File: src/shared/mof_pkg.sv
// Constants and types shared by the memory ordering fence unit and its store buffer.
// Assumes a single core clock and a synchronous active-low reset.
//
// Contract
// - Port I/O waits for older instructions done and store buffer drained.
// - While port I/O is outstanding only fetches and table walks may issue.
// - No younger instruction starts until the port access completes.
// - Locked read-modify-write is atomic; no other agent intervenes.
// - Locked operation waits for older instructions and drained stores first.
// - Serializing instruction waits for older instructions and drained stores.
// - Store fence orders older stores before younger stores; loads free.
// - Load fence orders older loads before younger loads; stores free.
// - Full fence orders all older loads and stores before later accesses.
// - Every uncached access appears on the bus individually.
// - Uncached accesses are never speculative nor out of order.
// - Write-back reads may be speculative; writes may buffer and combine.
// - Write-back atomic within one line locks the cache line, not bus.
// - Atomic not cache-lockable holds bus lock for the whole sequence.
// - Only uncached regions guarantee strict program order traffic.
// - Write-back loads bypass stores but get own pending store data.
// - Stores reach memory only after their instruction retired.
package mof_pkg;

	// ----------------------------------------------------------------
	// Widths and sizes
	// ----------------------------------------------------------------
	localparam int ADDR_W = 32;
	localparam int DATA_W = 32;
	localparam int SB_DEPTH = 4;
	localparam int SB_IDX_W = 2;
	localparam int LINE_OFS_W = 6;
	localparam int OUT_W = 4;
	localparam logic [OUT_W-1:0] OUT_ZERO = 4'h0;
	localparam logic [SB_IDX_W:0] SB_CNT_ZERO = 3'h0;
	localparam logic [SB_IDX_W:0] SB_CNT_FULL = 3'h4;

	// ----------------------------------------------------------------
	// Operation kinds presented by the retirement stream
	// ----------------------------------------------------------------
	typedef enum logic [3:0] {
		MOF_OP_LOAD,
		MOF_OP_STORE,
		MOF_OP_PORT_IN,
		MOF_OP_PORT_OUT,
		MOF_OP_LOCKED_RMW,
		MOF_OP_SERIALIZE,
		MOF_OP_STORE_FENCE,
		MOF_OP_LOAD_FENCE,
		MOF_OP_FULL_FENCE
	} mof_op_t;

	// Bus cycle kinds issued to the memory subsystem.
	typedef enum logic [1:0] {
		MOF_BUS_READ,
		MOF_BUS_WRITE,
		MOF_BUS_PORT_RD,
		MOF_BUS_PORT_WR
	} mof_bus_t;

	// Sequencer states of the ordering unit.
	typedef enum logic [2:0] {
		MOF_ST_IDLE,
		MOF_ST_DRAIN,
		MOF_ST_ISSUE,
		MOF_ST_WAIT,
		MOF_ST_RMW_WR,
		MOF_ST_RMW_ACK
	} mof_state_t;

endpackage

File: src/shared/mof_sb_if.sv
// Interface between the ordering unit and its store buffer.
// Assumes both ends run on the core clock.
`timescale 1ns/1ns
interface mof_sb_if;
	logic push;
	logic [mof_pkg::ADDR_W-1:0] push_addr;
	logic [mof_pkg::DATA_W-1:0] push_data;
	logic push_wb;
	logic full;
	logic empty;
	logic head_valid;
	logic [mof_pkg::ADDR_W-1:0] head_addr;
	logic [mof_pkg::DATA_W-1:0] head_data;
	logic pop;
	logic [mof_pkg::ADDR_W-1:0] look_addr;
	logic look_hit;
	logic [mof_pkg::DATA_W-1:0] look_data;

	modport ctrl (
		output push, push_addr, push_data, push_wb, pop, look_addr,
		input full, empty, head_valid, head_addr, head_data, look_hit, look_data
	);
	modport buf_side (
		input push, push_addr, push_data, push_wb, pop, look_addr,
		output full, empty, head_valid, head_addr, head_data, look_hit, look_data
	);
endinterface

File: src/rtl/mof_store_buffer.sv
// Store buffer holding retired stores until they are sent to memory.
// Assumes pushes come only from retired stores and pops when the head is sent.
`timescale 1ns/1ns
module mof_store_buffer (
	// Clock and reset.
	input wire logic clock_i,
	input wire logic rstn_i,
	// Connection to the ordering unit.
	mof_sb_if.buf_side sb
);
	typedef struct packed {
		logic [mof_pkg::SB_DEPTH-1:0][mof_pkg::ADDR_W-1:0] addr;
		logic [mof_pkg::SB_DEPTH-1:0][mof_pkg::DATA_W-1:0] data;
		logic [mof_pkg::SB_DEPTH-1:0] wb;
		logic [mof_pkg::SB_IDX_W-1:0] rd;
		logic [mof_pkg::SB_IDX_W-1:0] wr;
		logic [mof_pkg::SB_IDX_W:0] cnt;
	} mof_sb_state_t;

	mof_sb_state_t s_reg;
	mof_sb_state_t s_next;
	logic comb_hit;
	logic [mof_pkg::SB_IDX_W-1:0] tail;

	// ----------------------------------------------------------------
	// Next state
	// ----------------------------------------------------------------
	// Combining merges only into the youngest entry, and only for write-back,
	// so younger stores never overtake older ones on the bus.
	always_comb begin
		s_next = s_reg;
		tail = s_reg.wr - 2'h1;
		comb_hit = sb.push && s_reg.cnt > 3'h1 && s_reg.wb[tail] && sb.push_wb
			&& s_reg.addr[tail] == sb.push_addr;
		if (sb.pop && s_reg.cnt != mof_pkg::SB_CNT_ZERO) begin
			s_next.rd = s_reg.rd + 2'h1;
			s_next.cnt = s_next.cnt - 3'h1;
		end
		if (comb_hit) begin
			s_next.data[tail] = sb.push_data;
		end else if (sb.push && s_reg.cnt != mof_pkg::SB_CNT_FULL) begin
			s_next.addr[s_reg.wr] = sb.push_addr;
			s_next.data[s_reg.wr] = sb.push_data;
			s_next.wb[s_reg.wr] = sb.push_wb;
			s_next.wr = s_reg.wr + 2'h1;
			s_next.cnt = s_next.cnt + 3'h1;
		end
	end

	// Register the whole state.
	always_ff @(posedge clock_i) begin
		if (!rstn_i) begin
			s_reg <= '0;
		end else begin
			s_reg <= s_next;
		end
	end

	// ----------------------------------------------------------------
	// Status and forwarding lookup
	// ----------------------------------------------------------------
	// The youngest matching entry wins so a load sees its latest own store.
	always_comb begin
		sb.look_hit = 1'b0;
		sb.look_data = '0;
		for (int i = 0; i < mof_pkg::SB_DEPTH; i++) begin
			if (3'(i) < s_reg.cnt && s_reg.addr[s_reg.rd + 2'(i)] == sb.look_addr) begin
				sb.look_hit = 1'b1;
				sb.look_data = s_reg.data[s_reg.rd + 2'(i)];
			end
		end
	end

	assign sb.full = s_reg.cnt == mof_pkg::SB_CNT_FULL;
	assign sb.empty = s_reg.cnt == mof_pkg::SB_CNT_ZERO;
	assign sb.head_valid = !sb.empty;
	assign sb.head_addr = s_reg.addr[s_reg.rd];
	assign sb.head_data = s_reg.data[s_reg.rd];
endmodule

File: src/rtl/mof_fence_unit.sv
// Memory ordering fence unit: admits retired operations in program order and
// sequences store drains, port accesses, locked operations and fences.
// Assumes one operation offered at a time by the retirement stream, and a
// memory subsystem that answers each bus cycle with one acknowledge pulse.
`timescale 1ns/1ns
module mof_fence_unit (
	// Clock and reset.
	input wire logic clock_i,
	input wire logic rstn_i,
	// Operation stream from retirement.
	input wire logic op_valid_i,
	input wire mof_pkg::mof_op_t op_kind_i,
	input wire logic [mof_pkg::ADDR_W-1:0] op_addr_i,
	input wire logic [mof_pkg::DATA_W-1:0] op_data_i,
	input wire logic op_uncached_i,
	input wire logic older_done_i,
	output logic op_ready_o,
	output logic resp_valid_o,
	output logic [mof_pkg::DATA_W-1:0] resp_data_o,
	// Memory subsystem bus.
	output logic bus_req_o,
	output mof_pkg::mof_bus_t bus_kind_o,
	output logic [mof_pkg::ADDR_W-1:0] bus_addr_o,
	output logic [mof_pkg::DATA_W-1:0] bus_data_o,
	output logic bus_lock_o,
	output logic line_lock_o,
	input wire logic bus_gnt_i,
	input wire logic bus_ack_i,
	input wire logic [mof_pkg::DATA_W-1:0] bus_rdata_i,
	// Status.
	output logic drained_o
);
	typedef struct packed {
		mof_pkg::mof_state_t st;
		mof_pkg::mof_op_t op;
		logic [mof_pkg::ADDR_W-1:0] addr;
		logic [mof_pkg::DATA_W-1:0] data;
		logic [mof_pkg::OUT_W-1:0] out_wr;
		logic ready;
		logic resp_valid;
		logic [mof_pkg::DATA_W-1:0] resp_data;
		logic req;
		mof_pkg::mof_bus_t kind;
		logic [mof_pkg::ADDR_W-1:0] baddr;
		logic [mof_pkg::DATA_W-1:0] bdata;
		logic bus_lock;
		logic line_lock;
		logic drained;
	} mof_state_reg_t;

	mof_state_reg_t s_reg;
	mof_state_reg_t s_next;
	mof_sb_if sb();
	logic quiet;
	logic needs_drain;
	logic take;

	mof_store_buffer u_sb (
		.clock_i(clock_i),
		.rstn_i(rstn_i),
		.sb(sb)
	);

	// Does an atomic fit inside one cache line (4-byte access assumed).
	function automatic logic in_one_line(input logic [mof_pkg::ADDR_W-1:0] a);
		in_one_line = a[mof_pkg::LINE_OFS_W-1:0] <= 6'h3c;
	endfunction

	// Operations that need every older store written and acknowledged.
	function automatic logic drain_kind(input mof_pkg::mof_op_t k, input logic unc);
		drain_kind = k == mof_pkg::MOF_OP_PORT_IN || k == mof_pkg::MOF_OP_PORT_OUT
			|| k == mof_pkg::MOF_OP_LOCKED_RMW || k == mof_pkg::MOF_OP_SERIALIZE
			|| k == mof_pkg::MOF_OP_STORE_FENCE || k == mof_pkg::MOF_OP_FULL_FENCE
			|| (unc && (k == mof_pkg::MOF_OP_LOAD || k == mof_pkg::MOF_OP_STORE));
	endfunction

	// ----------------------------------------------------------------
	// Sequencer
	// ----------------------------------------------------------------
	// Quiet means store buffer empty, nothing on the bus and no write waiting
	// for its acknowledge.
	always_comb begin
		quiet = sb.empty && s_reg.out_wr == mof_pkg::OUT_ZERO && !s_reg.req;
		needs_drain = drain_kind(op_kind_i, op_uncached_i);
		sb.look_addr = op_addr_i;
		sb.push = 1'b0;
		sb.push_addr = op_addr_i;
		sb.push_data = op_data_i;
		sb.push_wb = !op_uncached_i;
		sb.pop = 1'b0;
		take = 1'b0;
		s_next = s_reg;
		s_next.resp_valid = 1'b0;
		s_next.ready = 1'b0;
		// Count buffered writes issued but not yet acknowledged. Acks return in order and
		// buffered writes always go out first, so the first out_wr acks are theirs.
		if (bus_ack_i && s_reg.out_wr != mof_pkg::OUT_ZERO) begin
			s_next.out_wr = s_reg.out_wr - 4'h1;
		end
		// A granted request drops one cycle later.
		if (s_reg.req && bus_gnt_i) begin
			s_next.req = 1'b0;
		end
		// Background drain of retired stores; only in idle and drain so that nothing
		// is added to the bus while a port or locked access is in flight.
		if (s_reg.st == mof_pkg::MOF_ST_IDLE || s_reg.st == mof_pkg::MOF_ST_DRAIN) begin
			if (!s_next.req && sb.head_valid && s_reg.out_wr != 4'hf) begin
				sb.pop = 1'b1;
				s_next.req = 1'b1;
				s_next.kind = mof_pkg::MOF_BUS_WRITE;
				s_next.baddr = sb.head_addr;
				s_next.bdata = sb.head_data;
				s_next.out_wr = s_next.out_wr + 4'h1;
			end
		end
		case (s_reg.st)
			mof_pkg::MOF_ST_IDLE: begin
				if (op_valid_i && s_reg.ready) begin
					take = 1'b1;
					s_next.op = op_kind_i;
					s_next.addr = op_addr_i;
					s_next.data = op_data_i;
					if (needs_drain) begin
						s_next.st = mof_pkg::MOF_ST_DRAIN;
					end else if (op_kind_i == mof_pkg::MOF_OP_STORE && !sb.full) begin
						sb.push = 1'b1;
						s_next.ready = 1'b1;
					end else if (op_kind_i == mof_pkg::MOF_OP_STORE) begin
						s_next.st = mof_pkg::MOF_ST_DRAIN;
					end else if (op_kind_i == mof_pkg::MOF_OP_LOAD && sb.look_hit) begin
						s_next.resp_valid = 1'b1;
						s_next.resp_data = sb.look_data;
						s_next.ready = 1'b1;
					end else if (op_kind_i == mof_pkg::MOF_OP_LOAD) begin
						s_next.st = mof_pkg::MOF_ST_ISSUE;
					end else begin
						// A load fence completes here: loads are answered in
						// order and one at a time, so older loads are done.
						s_next.ready = 1'b1;
					end
				end else begin
					s_next.ready = 1'b1;
				end
			end
			mof_pkg::MOF_ST_DRAIN: begin
				if (quiet && older_done_i) begin
					if (s_reg.op == mof_pkg::MOF_OP_STORE_FENCE || s_reg.op == mof_pkg::MOF_OP_FULL_FENCE
						|| s_reg.op == mof_pkg::MOF_OP_SERIALIZE) begin
						s_next.st = mof_pkg::MOF_ST_IDLE;
						s_next.ready = 1'b1;
					end else if (s_reg.op == mof_pkg::MOF_OP_STORE && op_uncached_i) begin
						s_next.st = mof_pkg::MOF_ST_ISSUE;
					end else if (s_reg.op == mof_pkg::MOF_OP_STORE) begin
						sb.push = 1'b1;
						sb.push_addr = s_reg.addr;
						sb.push_data = s_reg.data;
						s_next.st = mof_pkg::MOF_ST_IDLE;
						s_next.ready = 1'b1;
					end else begin
						s_next.st = mof_pkg::MOF_ST_ISSUE;
					end
				end
			end
			mof_pkg::MOF_ST_ISSUE: begin
				// A write-back load may find a buffered write still waiting for
				// its grant; that request is left standing, never overwritten.
				if (!s_next.req) begin
					s_next.req = 1'b1;
					s_next.baddr = s_reg.addr;
					s_next.bdata = s_reg.data;
					s_next.st = mof_pkg::MOF_ST_WAIT;
					case (s_reg.op)
						mof_pkg::MOF_OP_PORT_IN: s_next.kind = mof_pkg::MOF_BUS_PORT_RD;
						mof_pkg::MOF_OP_PORT_OUT: s_next.kind = mof_pkg::MOF_BUS_PORT_WR;
						mof_pkg::MOF_OP_STORE: s_next.kind = mof_pkg::MOF_BUS_WRITE;
						default: s_next.kind = mof_pkg::MOF_BUS_READ;
					endcase
					if (s_reg.op == mof_pkg::MOF_OP_LOCKED_RMW) begin
						s_next.line_lock = !op_uncached_i && in_one_line(s_reg.addr);
						s_next.bus_lock = op_uncached_i || !in_one_line(s_reg.addr);
					end
				end
			end
			mof_pkg::MOF_ST_WAIT: begin
				if (bus_ack_i && !s_reg.req && s_reg.out_wr == mof_pkg::OUT_ZERO) begin
					s_next.resp_valid = s_reg.op != mof_pkg::MOF_OP_PORT_OUT && s_reg.op != mof_pkg::MOF_OP_STORE;
					s_next.resp_data = bus_rdata_i;
					if (s_reg.op == mof_pkg::MOF_OP_LOCKED_RMW) begin
						s_next.st = mof_pkg::MOF_ST_RMW_WR;
					end else begin
						s_next.st = mof_pkg::MOF_ST_IDLE;
						s_next.ready = 1'b1;
					end
				end
			end
			mof_pkg::MOF_ST_RMW_WR: begin
				// Write the new value back under the same lock.
				s_next.req = 1'b1;
				s_next.kind = mof_pkg::MOF_BUS_WRITE;
				s_next.st = mof_pkg::MOF_ST_RMW_ACK;
			end
			mof_pkg::MOF_ST_RMW_ACK: begin
				if (bus_ack_i && !s_reg.req && s_reg.out_wr == mof_pkg::OUT_ZERO) begin
					s_next.bus_lock = 1'b0;
					s_next.line_lock = 1'b0;
					s_next.st = mof_pkg::MOF_ST_IDLE;
					s_next.ready = 1'b1;
				end
			end
			default: s_next.st = mof_pkg::MOF_ST_IDLE;
		endcase
		if (take) begin
			s_next.ready = s_next.ready && s_next.st == mof_pkg::MOF_ST_IDLE;
		end
		s_next.drained = sb.empty && s_next.out_wr == mof_pkg::OUT_ZERO && !s_next.req;
	end

	// Register the whole state.
	always_ff @(posedge clock_i) begin
		if (!rstn_i) begin
			s_reg <= '0;
		end else begin
			s_reg <= s_next;
		end
	end

	// ----------------------------------------------------------------
	// Outputs
	// ----------------------------------------------------------------
	assign op_ready_o = s_reg.ready;
	assign resp_valid_o = s_reg.resp_valid;
	assign resp_data_o = s_reg.resp_data;
	assign bus_req_o = s_reg.req;
	assign bus_kind_o = s_reg.kind;
	assign bus_addr_o = s_reg.baddr;
	assign bus_data_o = s_reg.bdata;
	assign bus_lock_o = s_reg.bus_lock;
	assign line_lock_o = s_reg.line_lock;
	assign drained_o = s_reg.drained;

	// ----------------------------------------------------------------
	// Checks
	// ----------------------------------------------------------------
	a_port_after_drain: assert property (@(posedge clock_i) disable iff (!rstn_i)
		$rose(bus_req_o) && bus_kind_o inside {mof_pkg::MOF_BUS_PORT_RD, mof_pkg::MOF_BUS_PORT_WR}
		|-> $past(sb.empty) && $past(s_reg.out_wr) == mof_pkg::OUT_ZERO)
		else $error("Port access issued before store drain.");
	a_no_pop_in_io: assert property (@(posedge clock_i) disable iff (!rstn_i)
		s_reg.st == mof_pkg::MOF_ST_WAIT |-> !sb.pop)
		else $error("Store drained while port or locked access pending.");
	a_no_take_in_io: assert property (@(posedge clock_i) disable iff (!rstn_i)
		s_reg.st == mof_pkg::MOF_ST_WAIT && !bus_ack_i |=> !op_ready_o)
		else $error("Younger operation accepted before port access completed.");
	a_lock_held_rmw: assert property (@(posedge clock_i) disable iff (!rstn_i)
		s_reg.st == mof_pkg::MOF_ST_RMW_WR |-> (bus_lock_o || line_lock_o) && $stable(bus_lock_o))
		else $error("Lock dropped inside read-modify-write.");
	a_line_lock_wb: assert property (@(posedge clock_i) disable iff (!rstn_i)
		line_lock_o |-> !bus_lock_o)
		else $error("Bus lock used with cache line lock.");
	a_fence_quiet: assert property (@(posedge clock_i) disable iff (!rstn_i)
		s_reg.st == mof_pkg::MOF_ST_DRAIN ##1 s_reg.st == mof_pkg::MOF_ST_IDLE
		|-> $past(s_reg.out_wr) == mof_pkg::OUT_ZERO)
		else $error("Drain ended with writes unacknowledged.");
	a_drained_flag: assert property (@(posedge clock_i) disable iff (!rstn_i)
		drained_o |-> ##0 s_reg.out_wr == mof_pkg::OUT_ZERO && !bus_req_o)
		else $error("Drained flag raised with traffic outstanding.");
	a_rmw_write: assert property (@(posedge clock_i) disable iff (!rstn_i)
		s_reg.st == mof_pkg::MOF_ST_RMW_WR |=> bus_req_o && bus_kind_o == mof_pkg::MOF_BUS_WRITE)
		else $error("Locked write-back cycle missing.");
endmodule

File: config.mk
export PLATFORM = sky130hd
export DESIGN_NAME = mof_fence_unit
export DESIGN_NICKNAME = d
export VERILOG_FILES = /design/src/shared/mof_pkg.sv /design/src/shared/mof_sb_if.sv /design/src/rtl/mof_store_buffer.sv /design/src/rtl/mof_fence_unit.sv
export SDC_FILE = /design/constraint.sdc
export NUM_CORES = 2
export LEC_CHECK = 0
export ABC_CLOCK_PERIOD_IN_PS = 14460
export BUFFER_PORTS_ARGS = -buffer_cell sky130_fd_sc_hd__buf_2
export CAP_MARGIN = 40
export CORE_MARGIN = 2
export CORE_UTILIZATION = 45
export DETAILED_ROUTE_END_ITERATION = 12
export SLEW_MARGIN = 5
export SYNTH_ARGS = -nofsm -noshare
export SYNTH_HDL_FRONTEND = slang
export SYNTH_SLANG_ARGS = --single-unit
File: constraint.sdc
create_clock -name clock_i -period 14.46 [get_ports clock_i]
set_clock_uncertainty 0.05 [all_clocks]
set_input_delay 2.169 -clock clock_i [delete_from_list [all_inputs] [get_ports clock_i]]
set_output_delay 2.169 -clock clock_i [all_outputs]
set_load 0.02 [all_outputs]
## After elaboration in Yosys (flattened, before gate mapping)

Cells that the tools add are included.

- Reductions and logical operators: 64
- Bitwise logic cells: 1
- Eq/ne operators: 38
- Order comparisons: 14
- Add/subtract/negate cells: 9
- Muxes and demuxes: 110

Operators by type and width:

| cell | number |
|---|---|
| 32-bit two-way mux | 25 |
| 32-bit binary-select mux with 2-bit select | 9 |
| 128-bit bitwise mux | 3 |
| 32-bit equality test | 5 |
| 67-bit two-way mux | 2 |
| 132-bit two-way mux | 1 |
| 32-bit demux with 2-bit select | 2 |
| 128-bit two-way mux | 1 |
| 34-bit two-way mux | 3 |
| 33-bit two-way mux | 3 |
| 71-bit two-way mux | 1 |
| 68-bit two-way mux | 1 |
| 33-bit case mux with 2 select lines | 1 |
| 64-bit two-way mux | 1 |
| 3-bit two-way mux | 15 |
| 1-bit logical AND | 31 |
| 1-bit two-way mux | 27 |
| 4-bit by 3-bit equality test with 1-bit output, second input constant | 6 |
| 2-bit by 3-bit < comparator with 1-bit output, second input constant | 6 |
| 3-bit case mux with 6 select lines | 1 |
| 4-bit by 2-bit equality test with 1-bit output, second input constant | 4 |
| 2-bit != test, second input constant | 7 |
| 4-bit logical NOT | 3 |
| 4-bit two-way mux | 3 |
| 41 further kinds | 75 |

- Output and inout port bits: 104
- Register bits: 446

## Logic depth before layout (Yosys ltp)

- Depth in word-level cells: 18
- Mapped depth: 18
- Gate-level depth less buffers: 11

## Hierarchy

A second synthesis with hierarchy kept.

- Cell total of the unflattened synthesis: 3454
- Area, all modules: 29834.9 µm²

By module, submodules not included:

| module | cells each | sequential area each (µm²) | area each (µm²) | instances |
|---|---|---|---|---|
| mof_store_buffer | 2387 | 5345.1 | 20676.1 | 1 |
| mof_fence_unit | 1067 | 3583.4 | 9158.8 | 1 |

## Worst setup path after synthesis

No wires, ideal clock.

- Kind: input to register
- Start: in op_uncached_i
- End: reg u_sb.s_reg[109] (netlist bit)
- Stages on the path: 12
- Arrival: 5486 ps
- Data required time: 14338 ps
- Setup slack: 8853 ps
- Setup time: 72 ps
- Buffers on the path: 3
- Cells stage by stage: or4_1 > nor4_2 > buf_2 > buf_4 > mux2_2 > xor2_1 > nor4_1 > nand4_1 > o311ai_2 > a21boi_2 > buf_4 > mux2i_1

- Longest elaborated chain between the ends: 10
- Elaborated cells on any way between the ends: 29

RTL lines:

| element | RTL line | text |
|---|---|---|
| start: declaration | mof_fence_unit.sv:15 | `input wire logic op_uncached_i,` |
| branches (longest 10 deep; another with 128-bit two-way mux) | n/a |  |
| end signal: assignment | mof_store_buffer.sv:55 | `s_reg <= s_next;` |
| end: declaration | mof_store_buffer.sv:20 | `mof_sb_state_t s_reg;` |

Parallel ways; which one is timed is not known. The select of a mux whose other input is x is not followed.
A chain may end at the register's enable or synchronous reset.

## Final worst setup path

- Start: in op_uncached_i
- End: reg u_sb.s_reg[163] (netlist bit)

- Longest elaborated chain between the ends: 11
- Elaborated cells on any way between the ends: 23

RTL lines:

| element |
|---|
| branches (longest 11 deep; another with 32-bit two-way mux) |

Parallel ways; which one is timed is not known.

==> results.json <==
{
  "crit_type": "primary input to flop",
  "vias": 27309,
  "yosysTopAreaCellShare_pct": 29.8,
  "drt_iter0_drc": 3010,
  "tightestPinTransition_ns": 0.915,
  "power.density_mw_per_mm2": 123,
  "synth_flop_cell": "dfxtp_1",
  "synth_fp_nets": 3689,
  "crit_slowest_cell": "nand4_1",
  "fillCellCount": 6460,
  "critPathLaunchType": "primary input",
  "post-route-util_pct": 49.3,
  "multiInputGateArea_sq_mm": 0.0189,
  "port_buffers": 210,
  "postCtsSetupRepairBufs": 0,
  "clock_latency_ns": 0.63,
  "die_y_microns": 262,
  "antenna_found_initial": 1,
  "cts_made_buffers": 52,
  "crit_top_cell": "buf_4",
  "drc_errors": 0,
  "die_area_sq_mm": 0.0687,
  "slowest_delay_ns": 0.69,
  "clockBufferDepth": 3,
  "wl_mm": 111,
  "yosysWarnings": 0,
  "syn_inst": 3570,
  "slew_headroom_pct": 38.4,
  "synth_edf_count": 0,
  "root_buffer": "clkbuf_16",
  "grt_max_degree": 119,
  "fin_tns_setup_ns": 0,
  "holdPathStages": 2,
  "synth_cell_types": 88,
  "register_area_sq_mm": 0.00894,
  "outcome": "finished clean",
  "grt_pass1_wl_mm": 164,
  "setup_viol_count_final": 0,
  "critPathBufInv": 5,
  "largest_reg_flops": 267,
  "crit_family": "buffers and inverters",
  "post_synth.cell_area_avg_sq_um": 8.40,
  "coreArea_sq_mm": 0.0659,
  "clkSinkCount": 446,
  "cp-end-kind": "flop",
  "fin_crit_ns": 7.51,
  "drive_above_1_share_pct": 19.3,
  "grt_pass1_vias": 25466,
  "io_pins": 211,
  "final_max_slew_viol_count": 0,
  "syn-cell-area_sq_mm": 0.0300,
  "placedInstanceArea_sq_mm": 0.0306,
  "cts_tree": "done",
  "cts.htree.levels": 2,
  "cp_num_cells": 14,
  "path_max_fanout": 74,
  "fmaxAchievable_mhz": 133,
  "reg2reg_depth": 14,
  "fin_hold_ws_ns": 0.399,
  "path_cells": "buf_2, or4_1, nor4_4, buf_4, buf_4, mux2_2, xor2_1, nor4_1, nand4_1, o31a_2, buf_4, buf_4, a21oi_1, nor3_1",
  "finalHoldViolations": 0,
  "wl_per_cell_microns": 25.4,
  "ys_seq_elements": 446,
  "die_w_microns": 262,
  "final_nets": 3580,
  "hold_buffers": 0,
  "via_per_inst": 6.26,
  "cp.arrival_ns": 7.93,
  "cp.required_ns": 14.88,
  "cap_violations": 0,
  "seq_area_frac_synth_pct": 29.8,
  "grt_use_total_pct": 31.3,
  "area_growth_pct": 8.15,
  "cts_resized": 0,
  "synth_common_cells": "dfxtp_1 (446), nand2_1 (424), nor2_1 (347)",
  "period_share_pct": 51.9,
  "antenna_left": 0,
  "floorplan.initialDensity_pct": 45.5,
  "p_leak_nw": 12.1,
  "async_flop_share_pct": 0,
  "vdd_drop_max_mv": 0.0942,
  "yosys-top-cells-area": "dfxtp_1 (30%), mux2i_1 (10%), mux4_2 (7.5%), mux2_2 (5.8%), nand2_1 (5.3%)",
  "stdcell_area_sq_mm": 0.0324,
  "synth_most_common_cell": "dfxtp_1",
  "first_pass_iters": 6,
  "rsz0062_at_grt": "no",
  "yosysTopAreaCell": "dfxtp_1",
  "dp_hpwl_mm": 74.4,
  "path_clk_slew_ns": 0.06,
  "place_congestion": 1.04,
  "rows": 94,
  "grt_overflow": 0,
  "min_path_type": "flop to flop"
}
-- final cells by class --
cell class / count / area share [%]
multi-input combinational: 2663 / 58.1
sequential: 446 / 27.6
timing repair buffer: 273 / 5.11
clock buffer: 72 / 4.65
tap: 864 / 3.33
clock inverter: 20 / 0.891
inverter: 25 / 0.316
antenna: 2 / 0.0154
-- worst reg2reg max path: stages (launching register included) --
cell and delay, ns:
dfxtp_4 0.87, buf_4 0.66, buf_4 0.77, mux2i_1 0.70, nor2_1 0.12, nor4b_1 0.54
nand4_1 0.40, or4_1 0.50, buf_4 0.28, o22a_1 0.41, buf_4 0.32, a31oi_4 0.17
buf_4 0.55, o32ai_1 0.35, nor3b_2 0.23
-- through the flow --
| stage | setup slack [ns] | std cells | total power (W) |
|---|---|---|---|
| 3_5_place_dp | 6.44 | 4271 | 0.00260 |
| 2_1_floorplan | 8.85 | 3570 | 0.00231 |
| 5_1_grt | 6.81 | 4364 | 0.00416 |
| 3_3_place_gp | 6.48 | 4261 | 0.00259 |
| 6_report | 6.95 | 4365 | 0.00400 |
| 4_1_cts | 7.07 | 4363 | 0.00400 |
-- logic make-up (layout without fill, tap and decap cells) --
| group | Yosys count | after routing | synth area share [%] |
|---|---|---|---|
| compound gates | 709 | 709 | 15.2 |
| simple gates | 1239 | 1239 | 19.1 |
| other cells | 0 | 2 | 0 |
| flops | 446 | 446 | 29.8 |
| mux | 560 | 560 | 23.5 |
| fa+ha+maj | 12 | 12 | 0.501 |
| xor+xnor | 143 | 143 | 4.18 |
| buf+inv | 461 | 390 | 7.74 |
-- where the power goes --
| group | switching [W] | total [W] | internal (W) |
|---|---|---|---|
| combinational | 0.000797 | 0.00121 | 0.000414 |
| clock | 0.000571 | 0.00141 | 0.000835 |
| sequential | 0.0000904 | 0.00138 | 0.00129 |
-- placed cells by master (no fill, tap or decap), types with 12 or more instances in the layout --
| cell type | netlist | layout |
|---|---|---|
| xor2_1 | 48 | 48 |
| nor4_1 | 20 | 18 |
| a2111oi_0 | 92 | 92 |
| o21ai_0 | 102 | 102 |
| a21oi_1 | 311 | 311 |
| mux4_2 | 100 | 100 |
| buf_2 | 37 | 209 |
| o31ai_1 | 15 | 15 |
| xnor2_1 | 95 | 95 |
| inv_1 | 23 | 23 |
| nor3_1 | 259 | 257 |
| nand2b_1 | 13 | 13 |
| and3_1 | 12 | 12 |
| o22ai_1 | 18 | 18 |
| and2_1 | 16 | 15 |
| buf_4 | 123 | 54 |
| clkbuf_16 | 0 | 53 |
| mux2i_1 | 305 | 305 |
| or3_1 | 14 | 14 |
| a211oi_1 | 56 | 56 |
| nand3_1 | 20 | 20 |
| o32ai_1 | 21 | 21 |
| dfxtp_1 | 446 | 443 |
| nand4_1 | 31 | 31 |
| nor2_1 | 347 | 345 |
| mux2_2 | 154 | 154 |
| nand2_1 | 424 | 423 |
| nor3b_2 | 19 | 19 |
-- layer usage --
metal	track usage (%)	wire [microns]	up-vias	share of wire [%]
met3	4.38	7410	286	6.7
met5	0	0	-	0
met4	16.6	6400	0	5.8
li1	-	-	12627	-
met2	50.9	51600	1165	47
met1	40.3	45300	13231	41
-- path summary, 6_finish.rpt --
| kind | startpoint | to | slack [ns] |
|---|---|---|---|
| hold / removal | u_sb.s_reg[10]$_SDFFE_PN0P_ | u_sb.s_reg[10]$_SDFFE_PN0P_ | 0.40 |
| setup / recovery | op_uncached_i | u_sb.s_reg[163]$_SDFFE_PN0P_ | 6.95 |
| setup reg to reg | u_sb.s_reg[6]$_SDFFE_PN0P_ | resp_data_o[17]$_SDFFE_PN0P_ | 7.42 |
| hold reg to reg | u_sb.s_reg[10]$_SDFFE_PN0P_ | u_sb.s_reg[10]$_SDFFE_PN0P_ | 0.40 |
(Power assumes the default switching activity.)
